===== config.mk =====
export PLATFORM = sky130hd
export DESIGN_NAME = apmc_power_mode_control
export DESIGN_NICKNAME = d
export VERILOG_FILES = /design/src/inc/apmc_pkg.sv /design/src/verilog/apmc_power_mode_control.sv /design/src/verilog/apmc_sample_mem.sv
export SDC_FILE = /design/constraint.sdc
export NUM_CORES = 1
export LEC_CHECK = 0
export ABC_AREA = 1
export BUFFER_PORTS_ARGS = -buffer_cell sky130_fd_sc_hd__buf_2
export CORE_AREA = 2 2 177 266
export CTS_CLUSTER_SIZE = 30
export DETAILED_ROUTE_END_ITERATION = 8
export DIE_AREA = 0 0 179 268
export GPL_TIMING_DRIVEN = 1
export PLACE_DENSITY_LB_ADDON = 0.15
export SKIP_LAST_GASP = 1
export SLEW_MARGIN = 5
export SYNTH_ARGS = -nofsm -noshare
export SYNTH_HDL_FRONTEND = slang
export SYNTH_HIERARCHICAL = 1
export SYNTH_SLANG_ARGS = --single-unit
export TNS_END_PERCENT = 100

===== constraint.sdc =====
create_clock -name core_clk -period 4 [get_ports core_clk]
set_input_delay 0.6 -clock core_clk [delete_from_list [all_inputs] [get_ports core_clk]]
set_output_delay 0.6 -clock core_clk [all_outputs]
set_load 0.05 [all_outputs]

===== src/inc/apmc_pkg.sv =====
package apmc_pkg;

    // ------------------------------------------------------------
    // Register map
    // ------------------------------------------------------------
    localparam logic [7:0] APMC_RATE_SELECT_OFS = 8'h2C;
    localparam logic [7:0] APMC_POWER_CONTROL_OFS = 8'h2D;
    localparam logic [7:0] APMC_STATUS_OFS = 8'h40;
    localparam logic [7:0] APMC_DATA_LO_OFS = 8'h41;
    localparam logic [7:0] APMC_DATA_HI_OFS = 8'h42;

    // ------------------------------------------------------------
    // Fields and reset values
    // ------------------------------------------------------------
    localparam int APMC_LP_BIT = 4;
    localparam int APMC_MEASURE_BIT = 3;
    localparam int APMC_CODE_W = 4;
    localparam logic [7:0] APMC_RATE_MASK = 8'h1F;
    localparam logic [7:0] APMC_POWER_MASK = 8'h08;
    localparam logic [7:0] APMC_RATE_RESET = 8'h0A;
    localparam logic [7:0] APMC_POWER_RESET = 8'h00;
    localparam logic [3:0] APMC_CODE_MAX = 4'hF;
    localparam logic [3:0] APMC_LP_CODE_MIN = 4'h7;
    localparam logic [3:0] APMC_LP_CODE_MAX = 4'hC;

    // ------------------------------------------------------------
    // Timing
    // ------------------------------------------------------------
    localparam int APMC_CLK_HZ = 125_000_000;
    localparam int APMC_ODR_MAX_HZ = 3200;
    // Output period at the fastest rate, rounded down to whole cycles
    localparam int APMC_SAMPLE_CYC_FAST = APMC_CLK_HZ / APMC_ODR_MAX_HZ;
    // Last conversion index of an output sample in normal power (four conversions)
    localparam logic [1:0] APMC_CONV_LAST_NORMAL = 2'h3;
    localparam int APMC_CONV_SHIFT_NORMAL = 2;

    typedef enum logic {
        APMC_STANDBY = 1'b0,
        APMC_MEASURE = 1'b1
    } apmc_mode_e;

    // Codes where reduced power really saves anything
    function automatic logic apmc_lp_eligible(input logic [3:0] code);
        return (code >= APMC_LP_CODE_MIN) && (code <= APMC_LP_CODE_MAX);
    endfunction

endpackage


===== src/verilog/apmc_power_mode_control.sv =====
// The implementer's own choice: the strobed register port.
`timescale 1ns/10ps
module apmc_power_mode_control import apmc_pkg::*; #(
    parameter int SAMPLE_CYC_FAST = APMC_SAMPLE_CYC_FAST,
    parameter int SAMPLE_W = 16,
    parameter int BUF_AW = 5
) (
    input wire logic core_clk,
    input wire logic rstn,
    input wire logic clk_en,
    input wire logic [7:0] reg_addr,
    input wire logic [7:0] reg_wdata,
    input wire logic reg_wr,
    input wire logic reg_rd,
    output logic [7:0] reg_rdata,
    input wire logic [SAMPLE_W-1:0] sample_data,
    output logic measure_mode,
    output logic sense_en,
    output logic lp_active,
    output logic conv_strobe,
    output logic sample_strobe
);
    // ------------------------------------------------------------
    // State
    // ------------------------------------------------------------
    typedef struct packed {
        apmc_mode_e mode;
        logic [7:0] rate_reg;
        logic [7:0] power_reg;
        logic [7:0] rdata;
        logic sense_en;
        logic lp_active;
        logic conv_strobe;
        logic sample_strobe;
        logic [31:0] conv_cnt;
        logic [1:0] conv_idx;
        logic [BUF_AW-1:0] wr_ptr;
        logic have_sample;
    } apmc_state_s;

    apmc_state_s st_reg;
    apmc_state_s st_next;
    logic mem_we;
    logic [BUF_AW-1:0] mem_raddr;
    logic [SAMPLE_W-1:0] mem_rdata;
    logic [SAMPLE_W-1:0] last_sample;

    // Output period for a rate code: each code step up doubles the rate
    function automatic logic [31:0] apmc_period(input logic [3:0] code);
        logic [3:0] sh;
        sh = APMC_CODE_MAX - code;
        return 32'(SAMPLE_CYC_FAST) << sh;
    endfunction

    // Reduced power uses one conversion per sample instead of four
    function automatic logic apmc_lp_on(input logic [7:0] rate);
        return rate[APMC_LP_BIT] && apmc_lp_eligible(rate[3:0]);
    endfunction

    function automatic logic [31:0] apmc_conv_period(input logic [7:0] rate);
        logic [31:0] p;
        p = apmc_period(rate[3:0]);
        return apmc_lp_on(rate) ? p : (p >> APMC_CONV_SHIFT_NORMAL);
    endfunction

    // The buffer presents the newest word, one cycle after it lands
    assign mem_raddr = st_reg.wr_ptr - BUF_AW'(1);
    // Reads before the first sample show zero, not stale memory
    assign last_sample = st_reg.have_sample ? mem_rdata : '0;

    // ------------------------------------------------------------
    // Next state
    // ------------------------------------------------------------
    always_comb begin
        logic wr_rate;
        logic wr_power;
        logic restart;
        logic [1:0] conv_last;
        wr_rate = reg_wr && (reg_addr == APMC_RATE_SELECT_OFS);
        wr_power = reg_wr && (reg_addr == APMC_POWER_CONTROL_OFS);
        restart = 1'b0;
        // Reduced power makes every conversion a sample
        conv_last = apmc_lp_on(st_reg.rate_reg) ? 2'h0
                                                : APMC_CONV_LAST_NORMAL;
        st_next = st_reg;
        st_next.rdata = 8'h00;
        st_next.conv_strobe = 1'b0;
        st_next.sample_strobe = 1'b0;
        mem_we = 1'b0;

        if (wr_rate) begin
            st_next.rate_reg = reg_wdata & APMC_RATE_MASK;
            restart = 1'b1;
        end
        if (wr_power) begin
            st_next.power_reg = reg_wdata & APMC_POWER_MASK;
            if (reg_wdata[APMC_MEASURE_BIT]) begin
                if (st_reg.mode == APMC_STANDBY) begin
                    restart = 1'b1;
                end
                st_next.mode = APMC_MEASURE;
            end else begin
                st_next.mode = APMC_STANDBY;
            end
        end

        if (reg_rd) begin
            case (reg_addr)
                APMC_RATE_SELECT_OFS: st_next.rdata = st_reg.rate_reg;
                APMC_POWER_CONTROL_OFS: st_next.rdata = st_reg.power_reg;
                APMC_STATUS_OFS: st_next.rdata = {3'h0, st_reg.have_sample,
                    1'b0, st_reg.lp_active, 1'b0, st_reg.mode};
                APMC_DATA_LO_OFS: st_next.rdata = last_sample[7:0];
                APMC_DATA_HI_OFS: st_next.rdata = last_sample[15:8];
                default: st_next.rdata = 8'h00;
            endcase
        end

        case (st_reg.mode)
            APMC_MEASURE: begin
                // leaving cycle makes no strobe or buffer write
                if (st_next.mode != APMC_MEASURE) begin
                    st_next.conv_cnt = 32'h0;
                    st_next.conv_idx = 2'h0;
                end else if (st_reg.conv_cnt == 32'h0) begin
                    st_next.conv_cnt = apmc_conv_period(st_reg.rate_reg)
                                     - 32'h1;
                    st_next.conv_strobe = 1'b1;
                    if (st_reg.conv_idx == conv_last) begin
                        st_next.conv_idx = 2'h0;
                        st_next.sample_strobe = 1'b1;
                        mem_we = 1'b1;
                        st_next.wr_ptr = st_reg.wr_ptr + BUF_AW'(1);
                        st_next.have_sample = 1'b1;
                    end else begin
                        st_next.conv_idx = st_reg.conv_idx + 2'h1;
                    end
                end else begin
                    st_next.conv_cnt = st_reg.conv_cnt - 32'h1;
                end
            end
            APMC_STANDBY: begin
                st_next.conv_cnt = 32'h0;
                st_next.conv_idx = 2'h0;
            end
            default: st_next.mode = APMC_STANDBY;
        endcase

        // A restart gives the new period in full, never a cut one
        if (restart) begin
            st_next.conv_cnt = apmc_conv_period(st_next.rate_reg) - 32'h1;
            st_next.conv_idx = 2'h0;
        end

        st_next.sense_en = (st_next.mode == APMC_MEASURE);
        // reduced power only in its rate band
        st_next.lp_active = st_next.sense_en && apmc_lp_on(st_next.rate_reg);
    end

    // ------------------------------------------------------------
    // Registers
    // ------------------------------------------------------------
    // Everything holds while clk_en is low, strobes included
    always_ff @(posedge core_clk or negedge rstn) begin
        if (!rstn) begin
            st_reg <= '{mode: APMC_STANDBY, rate_reg: APMC_RATE_RESET,
                        power_reg: APMC_POWER_RESET, default: '0};
        end else if (clk_en) begin
            st_reg <= st_next;
        end
    end

    // Only the newest word is readable; older entries are kept for later use
    apmc_sample_mem #(.W(SAMPLE_W), .AW(BUF_AW)) u_mem (
        .core_clk(core_clk),
        .rstn(rstn),
        .clk_en(clk_en),
        .we(mem_we),
        .waddr(st_reg.wr_ptr),
        .wdata(sample_data),
        .raddr(mem_raddr),
        .rdata(mem_rdata)
    );

    // ------------------------------------------------------------
    // Outputs
    // ------------------------------------------------------------
    assign reg_rdata = st_reg.rdata;
    assign measure_mode = st_reg.mode;
    assign sense_en = st_reg.sense_en;
    assign lp_active = st_reg.lp_active;
    assign conv_strobe = st_reg.conv_strobe;
    assign sample_strobe = st_reg.sample_strobe;

    logic wr_pwr_q;
    logic wr_rate_q;
    logic [2:0] h_conv;
    logic h_clean;
    assign wr_pwr_q = clk_en && reg_wr && (reg_addr == APMC_POWER_CONTROL_OFS);
    assign wr_rate_q = clk_en && reg_wr && (reg_addr == APMC_RATE_SELECT_OFS);

    // Conversions seen since the last sample, only across undisturbed spans
    always_ff @(posedge core_clk or negedge rstn) begin
        if (!rstn) begin
            h_conv <= 3'h0;
            h_clean <= 1'b0;
        end else if (clk_en) begin
            if (sample_strobe) begin
                h_conv <= 3'h0;
            end else if (conv_strobe) begin
                h_conv <= h_conv + 3'h1;
            end
            if (wr_pwr_q || wr_rate_q || !sense_en) begin
                h_clean <= 1'b0;
            end else if (sample_strobe) begin
                h_clean <= 1'b1;
            end
        end
    end
endmodule


===== src/verilog/apmc_sample_mem.sv =====
`timescale 1ns/10ps
module apmc_sample_mem import apmc_pkg::*; #(
    parameter int W = 16,
    parameter int AW = 5
) (
    input wire logic core_clk,
    input wire logic rstn,
    input wire logic clk_en,
    input wire logic we,
    input wire logic [AW-1:0] waddr,
    input wire logic [W-1:0] wdata,
    input wire logic [AW-1:0] raddr,
    output logic [W-1:0] rdata
);
    logic [W-1:0] mem [0:(1<<AW)-1];

    always_ff @(posedge core_clk) begin
        if (clk_en && we) begin
            mem[waddr] <= wdata;
        end
    end

    always_ff @(posedge core_clk or negedge rstn) begin
        if (!rstn) begin
            rdata <= '0;
        end else if (clk_en) begin
            rdata <= mem[raddr];
        end
    end
endmodule


# Yosys cells after proc, flatten, opt, wreduce, memory -nomap -nowiden
# Memory sizes are Yosys's and may differ from the RTL's. A register that Yosys moved wholly into a read port is not among the register bits.
# Cells that the tools add are included.
[word_totals]
regBits = 58
latchBits = 0
mem_bits_rw = 512
mem_bits_ro = 0
input_bits = 37
out_inout_bits = 13
wordCells = 76
mem_count = 1
[memory_table]
columns = ["name", "words", "word_bits", "read_ports", "rd_ports_with_merged_regs", "write_ports", "line_no", "source"]
rows = [
  ["u_mem.mem", 32, 16, 1, 1, 1, "apmc_sample_mem.sv:15", "logic [W-1:0] mem [0:(1<<AW)-1];"],
]
[op_classes]
addsub = 8
n_mul = 0
n_div = 0
magnitude_cmp = 4
n_eq_ne = 7
n_shift = 2
n_mux = 29
bitwise_logic = 1
n_reduce_logical = 13
[ops]
columns = ["operator", "n"]
rows = [
  ["32-bit 2-to-1 mux", 3],
  ["32-bit by 1-bit subtractor with 32-bit output, second input constant", 3],
  ["34-bit 2-to-1 mux", 2],
  ["34-bit one-hot mux with 2 select lines", 1],
  ["16-bit by 4-bit left shift with 32-bit output, first input constant", 2],
  ["8-bit one-hot mux with 5 select lines", 1],
  ["32-bit logical NOT", 1],
  ["8-bit by 7-bit equality test with 1-bit output, second input constant", 3],
  ["8-bit by 6-bit equality test with 1-bit output, second input constant", 2],
  ["16-bit 2-to-1 mux", 1],
  ["8-bit 2-to-1 mux", 2],
  ["1-bit 2-to-1 mux", 12],
  ["2-bit 2-to-1 mux", 5],
  ["4-bit by 3-bit >= comparator with 1-bit output, second input constant", 2],
  ["4-bit less-or-equal comparator, second input constant", 2],
  ["1-bit logical AND", 8],
  ["4-bit subtractor, first input constant", 2],
  ["6-bit 2-to-1 mux", 1],
  ["5-bit by 1-bit adder with 5-bit output, second input constant", 1],
  ["5-bit 2-to-1 mux", 1],
  ["5-bit AND reduction", 1],
  ["5-bit by 1-bit subtractor with 5-bit output, second input constant", 1],
  ["4-bit by 2-bit != test with 1-bit output, second input constant", 1],
  ["2-bit AND reduction", 2],
  ["4 further kinds", 4],
]

# Depth between registers and ports, before layout
[depth]
ltp_word = 12
mapped_depth = 25
depth_no_buf = 24

# By module
# Netlist, hierarchy kept.
[by_module_without_submodules]
columns = ["mod", "n_inst", "cells_each", "area_each_um2"]
rows = [
  ["apmc_sample_mem", 1, 1800, 21504.4],
  ["apmc_power_mode_control", 1, 1182, 6960.4],
]

# Worst setup path before layout
# No wires, ideal clock.
[synth_path]
path_kind = "in2reg"
start = "input reg_wr"
end = "memory u_mem.mem[10][0], enable pin"
setup_ns = 0.388
arrival_ns = 2.841
required_time_ns = 3.612
slack_ns = 0.770
stages = 13
cell_sequence = "buf_2 -> inv_2 -> nor4_1 -> inv_1 -> nor2_1 -> a21oi_1 -> inv_1 -> nand2_1 -> nor3b_1 -> nand2_1 -> inv_1 -> nand3_1 -> nor2_1"
[synth_between]
elab_chain_len = 7
[synth_lines]
columns = ["item", "line_no", "source"]
rows = [
  ["start: declaration", "apmc_power_mode_control.sv:13", "input wire logic reg_wr,"],
  ["1-bit logical AND", "apmc_power_mode_control.sv:80", "wr_power = reg_wr && (reg_addr == APMC_POWER_CONTROL_OFS);"],
  ["1-bit 2-to-1 mux", "apmc_power_mode_control.sv:95", "if (wr_power) begin"],
  ["1-bit 2-to-1 mux", "apmc_power_mode_control.sv:122", "if (st_next.mode != APMC_MEASURE) begin"],
  ["1-bit 2-to-1 mux", "apmc_power_mode_control.sv:119", "case (st_reg.mode)"],
  ["named net mem_we", "apmc_power_mode_control.sv:43", "logic mem_we;"],
  ["1-bit logical AND", "apmc_sample_mem.sv:18", "if (clk_en && we) begin"],
  ["1-bit 2-to-1 mux", "apmc_sample_mem.sv:18", ""],
  ["1-bit 2-to-1 mux (not written as such)", "apmc_sample_mem.sv:19", "mem[waddr] <= wdata;"],
  ["end: declaration", "apmc_sample_mem.sv:15", ""],
]
# The timed path passes the listed nets, and every way through them passes these cells.

# Worst setup path after layout
[layout_path]
start = "register st_reg[61] (netlist bit)"
end = "memory u_mem.mem[21][7], enable pin"
[layout_between]
elab_chain_len = 12
elab_cells_between_ends = 13
classes_between = "order compare (2); eq/ne (1); mux (7); reduce/logical (3)"
[layout_lines]
columns = ["item", "line_no", "source"]
rows = [
  ["start: declaration", "apmc_power_mode_control.sv:41", "apmc_state_s st_reg;"],
  ["start signal: assignment", "apmc_power_mode_control.sv:166", "st_reg <= '{mode: APMC_STANDBY, rate_reg: APMC_RATE_RESET,"],
  ["start signal: assignment", "apmc_power_mode_control.sv:169", "st_reg <= st_next;"],
  ["4-bit by 3-bit >= comparator with 1-bit output or 4-bit less-or-equal comparator (tied branches)", "apmc_pkg.sv:44", "return (code >= APMC_LP_CODE_MIN) && (code <= APMC_LP_CODE_MAX);"],
  ["1-bit logical AND (*)", "apmc_pkg.sv:44", ""],
  ["1-bit logical AND (*)", "apmc_power_mode_control.sv:57", "return rate[APMC_LP_BIT] && apmc_lp_eligible(rate[3:0]);"],
  ["2-bit 2-to-1 mux (*)", "apmc_power_mode_control.sv:83", "conv_last = apmc_lp_on(st_reg.rate_reg) ? 2'h0"],
  ["2-bit equality test (*)", "apmc_power_mode_control.sv:129", "if (st_reg.conv_idx == conv_last) begin"],
  ["1-bit 2-to-1 mux (*)", "apmc_power_mode_control.sv:129", ""],
  ["1-bit 2-to-1 mux (*)", "apmc_power_mode_control.sv:125", "end else if (st_reg.conv_cnt == 32'h0) begin"],
  ["1-bit 2-to-1 mux (*)", "apmc_power_mode_control.sv:122", ""],
  ["1-bit 2-to-1 mux (*)", "apmc_power_mode_control.sv:119", ""],
  ["named net mem_we", "apmc_power_mode_control.sv:43", ""],
  ["1-bit logical AND (*)", "apmc_sample_mem.sv:18", ""],
  ["1-bit 2-to-1 mux (*)", "apmc_sample_mem.sv:18", ""],
  ["1-bit 2-to-1 mux (not written as such) (*)", "apmc_sample_mem.sv:19", ""],
]
# The timed path passes the listed nets; every way through them passes the cells marked *.

==> flow_summary.yaml <==
worst_setup_path:
  critPathLaunchType: "flip-flop"
  r2r_slack_ps: 380
  crit_path_end_kind: "flip-flop"
  r2r_end: "u_mem/mem[21][7]"
  timing.rr.start: "st_reg[61]"
  arrival_ps: 3880
  path_class: "flip-flop to flip-flop"
  crit_fanout: 19
  critPathRequiredTime_ps: 4260
  ff2ff_path_depth: 13
routing:
  antenna_left: 0
  wl_per_cell_um: 20.3
  drc_errors: 0
  drt_first_pass_iters: 6
  drt_wl_total_mm: 73.7
  num_vias: 21311
  drtIter0Drc: 1685
  avgViaCountPerCell: 5.88
cts:
  clock_path_buffers: 3
  cts.clk_slew.worst_paths_ps: 70
  clock_sinks: 586
  cts_made_buffers: 51
  cts_resized: 0
  clkLatencyLatePin_ps: 580
  cts_tree: "done"
  hold_buffers: 0
  cts-root-buf: "clkbuf_16"
  post_cts_buffers: 0
  cts-htree-levels: 2
floorplan:
  initial_core_util_pct: 62.5
  floorplan.rows: 96
  core-area_sq_mm: 0.0455
  die_w_um: 179
  dieArea_sq_mm: 0.0480
  die_h_um: 268
  io_pins: 50
global_route:
  met1_usage_pct: 34.0
  grt.busiest_layer: "met2"
  groute.layer.met3.usage_pct: 4.00
  grt_pass1_wl_mm: 112
  use_met2_pct: 55.9
  grt_usage_pct: 31.2
  overflow: 0
  grt_pass1_vias: 20917
  grt_max_degree: 223
  antenna_found_initial: 2
synth:
  synthTopCellsByCount: "nand2_1, nand3_1, edfxtp_1"
  synth-seq-cells: 586
  synth_top_area_share_pct: 54.0
  async_flop_share_pct: 12.6
  synth_edf_count: 512
  postSynthCellCount: 2982
  synthTopCellsByArea: "edfxtp_1, nand2_1, nand3_1, dfrtp_1, nor2_1"
  synth-main-ff-cell: "edfxtp_1"
  synth_area_sq_mm: 0.0285
  synthDistinctLibCells: 61
  yosysSeqAreaShare_pct: 60.5
  synth_top_cell_by_area: "edfxtp_1"
  syn_nets: 3033
  synth.most_common_cell: "nand2_1"
  synth_area_per_cell_sq_um: 9.55
  yosysWarnings: 6
placed_design:
  gp_congestion: 0.919
  portBuffers: 46
  hpwl_mm: 48.5
  place_ws_ps: 153
sta:
  fin_crit_ps: 3620
  whs_ps: 163
  maxSlewViolCount: 0
  period_share_pct: 90.6
  timing.fmax_ghz: 0.276
  setup_violations: 0
  fin_ws_ps: 377
  tightest_slew_ps: 1150
  fin_skew_ps: 18.6
  rsz0062_at_grt: "false"
  final.setup.tns_ps: 0
  slew_headroom_pct: 22.2
  hold_violations: 0
flow_run:
  drv_cap: 0
finish:
  finalNetCount: 3048
  num-fill-cells: 3427
  area_growth_pct: 8.18
  largest_reg_flops: 512
  num_antenna_cells: 0
  drive_gt1_share_pct: 10.2
power:
  totalPowerFinal_mw: 13.4
  p_per_area_mw_per_mm2: 434
  power.leakage_nw: 12.3
  peakVddDrop_v: 0.000450
run_status:
  status: "finished clean"
hold_path:
  hold_path_class: "input pin to asynchronous set/reset pin"
[worst max-delay path by stage]
stage,from,endpoint
2_1_floorplan,reg_wr,u_mem/mem[10][0]
3_3_place_gp,reg_addr[5],st_reg[23]
3_5_place_dp,reg_addr[0],st_reg[23]
4_1_cts,st_reg[61],u_mem/mem[21][9]
5_1_grt,st_reg[61],st_reg[36]
6_report,st_reg[61],u_mem/mem[21][7]
[power by group]
group          internal (mW)  switching [mW]
Clock                   2.96            2.22
Combinational          0.409            1.04
Sequential              6.68          0.0528
[per-layer routing]
| layer | wire, um | vias to the layer above |
|---|---|---|
| li1 | - | 10107 |
| met5 | 0 | - |
| met2 | 38400 | 807 |
| met3 | 3960 | 259 |
| met4 | 5520 | 0 |
| met1 | 25800 | 10138 |
[placed cells by master, fill, tap and decap left out, types with 9 or more instances in the layout]
master     count
nor2_2        16
nand2_1     1103
buf_12        10
inv_1        116
edfxtp_1     512
o21ai_1       20
nand3_1      546
dfrtp_1       72
buf_2         45
ha_1          14
clkbuf_16     51
nor2_4        12
nand4_1       14
nor2_1       153
a21oi_1       42
nand2_2       22
o21ai_0       62
buf_4         70
inv_2         10
bufinv_16      9
[logic make-up (layout without fill, tap and decap cells)]
group	after synthesis	count (layout)	synth area share, %
AO/OA/AOI/OAI	170	170	3.54
XOR/XNOR	10	10	0.308
adder cells (fa/ha/maj)	14	14	0.615
buffers and inverters	296	353	5.89
flip-flops	586	586	60.5
AND/OR/NAND/NOR	1906	1906	29.1
[metrics by stage]
| step | instances | util (%) | instance area [sq um] |
|---|---|---|---|
| floorplan | 2982 | - | 28500 |
| global placement | 3532 | 63.8 | 29000 |
| detailed placement | 3532 | 63.8 | 29000 |
| CTS | 3627 | 67.6 | 30800 |
| global route | 3627 | 67.6 | 30800 |
| finish | 3627 | 67.6 | 30800 |
[critical path, cell delays in order (launching register included)]
cell and delay, ps:
dfstp_2 670, ha_1 290, nand2_2 90, nand2_1 100, nand2_2 90, nor2_4 350, nand3_1 110, o21ai_0 170
nor3b_1 240, nand2_1 160, inv_1 150, nand3_1 320, nor2_1 220, buf_4 320
[final cells by class]
class | instances | area (sq um) | share of cell area, %
sequential | 586 | 17200 | 55.9
clock buffer | 58 | 1300 | 4.23
clock inverter | 37 | 470 | 1.53
multi-input combinational | 2100 | 9590 | 31.1
timing repair buffer | 125 | 951 | 3.09
inverter | 133 | 519 | 1.69
tap | 588 | 736 | 2.39
Power figures use the tool's default switching activity.
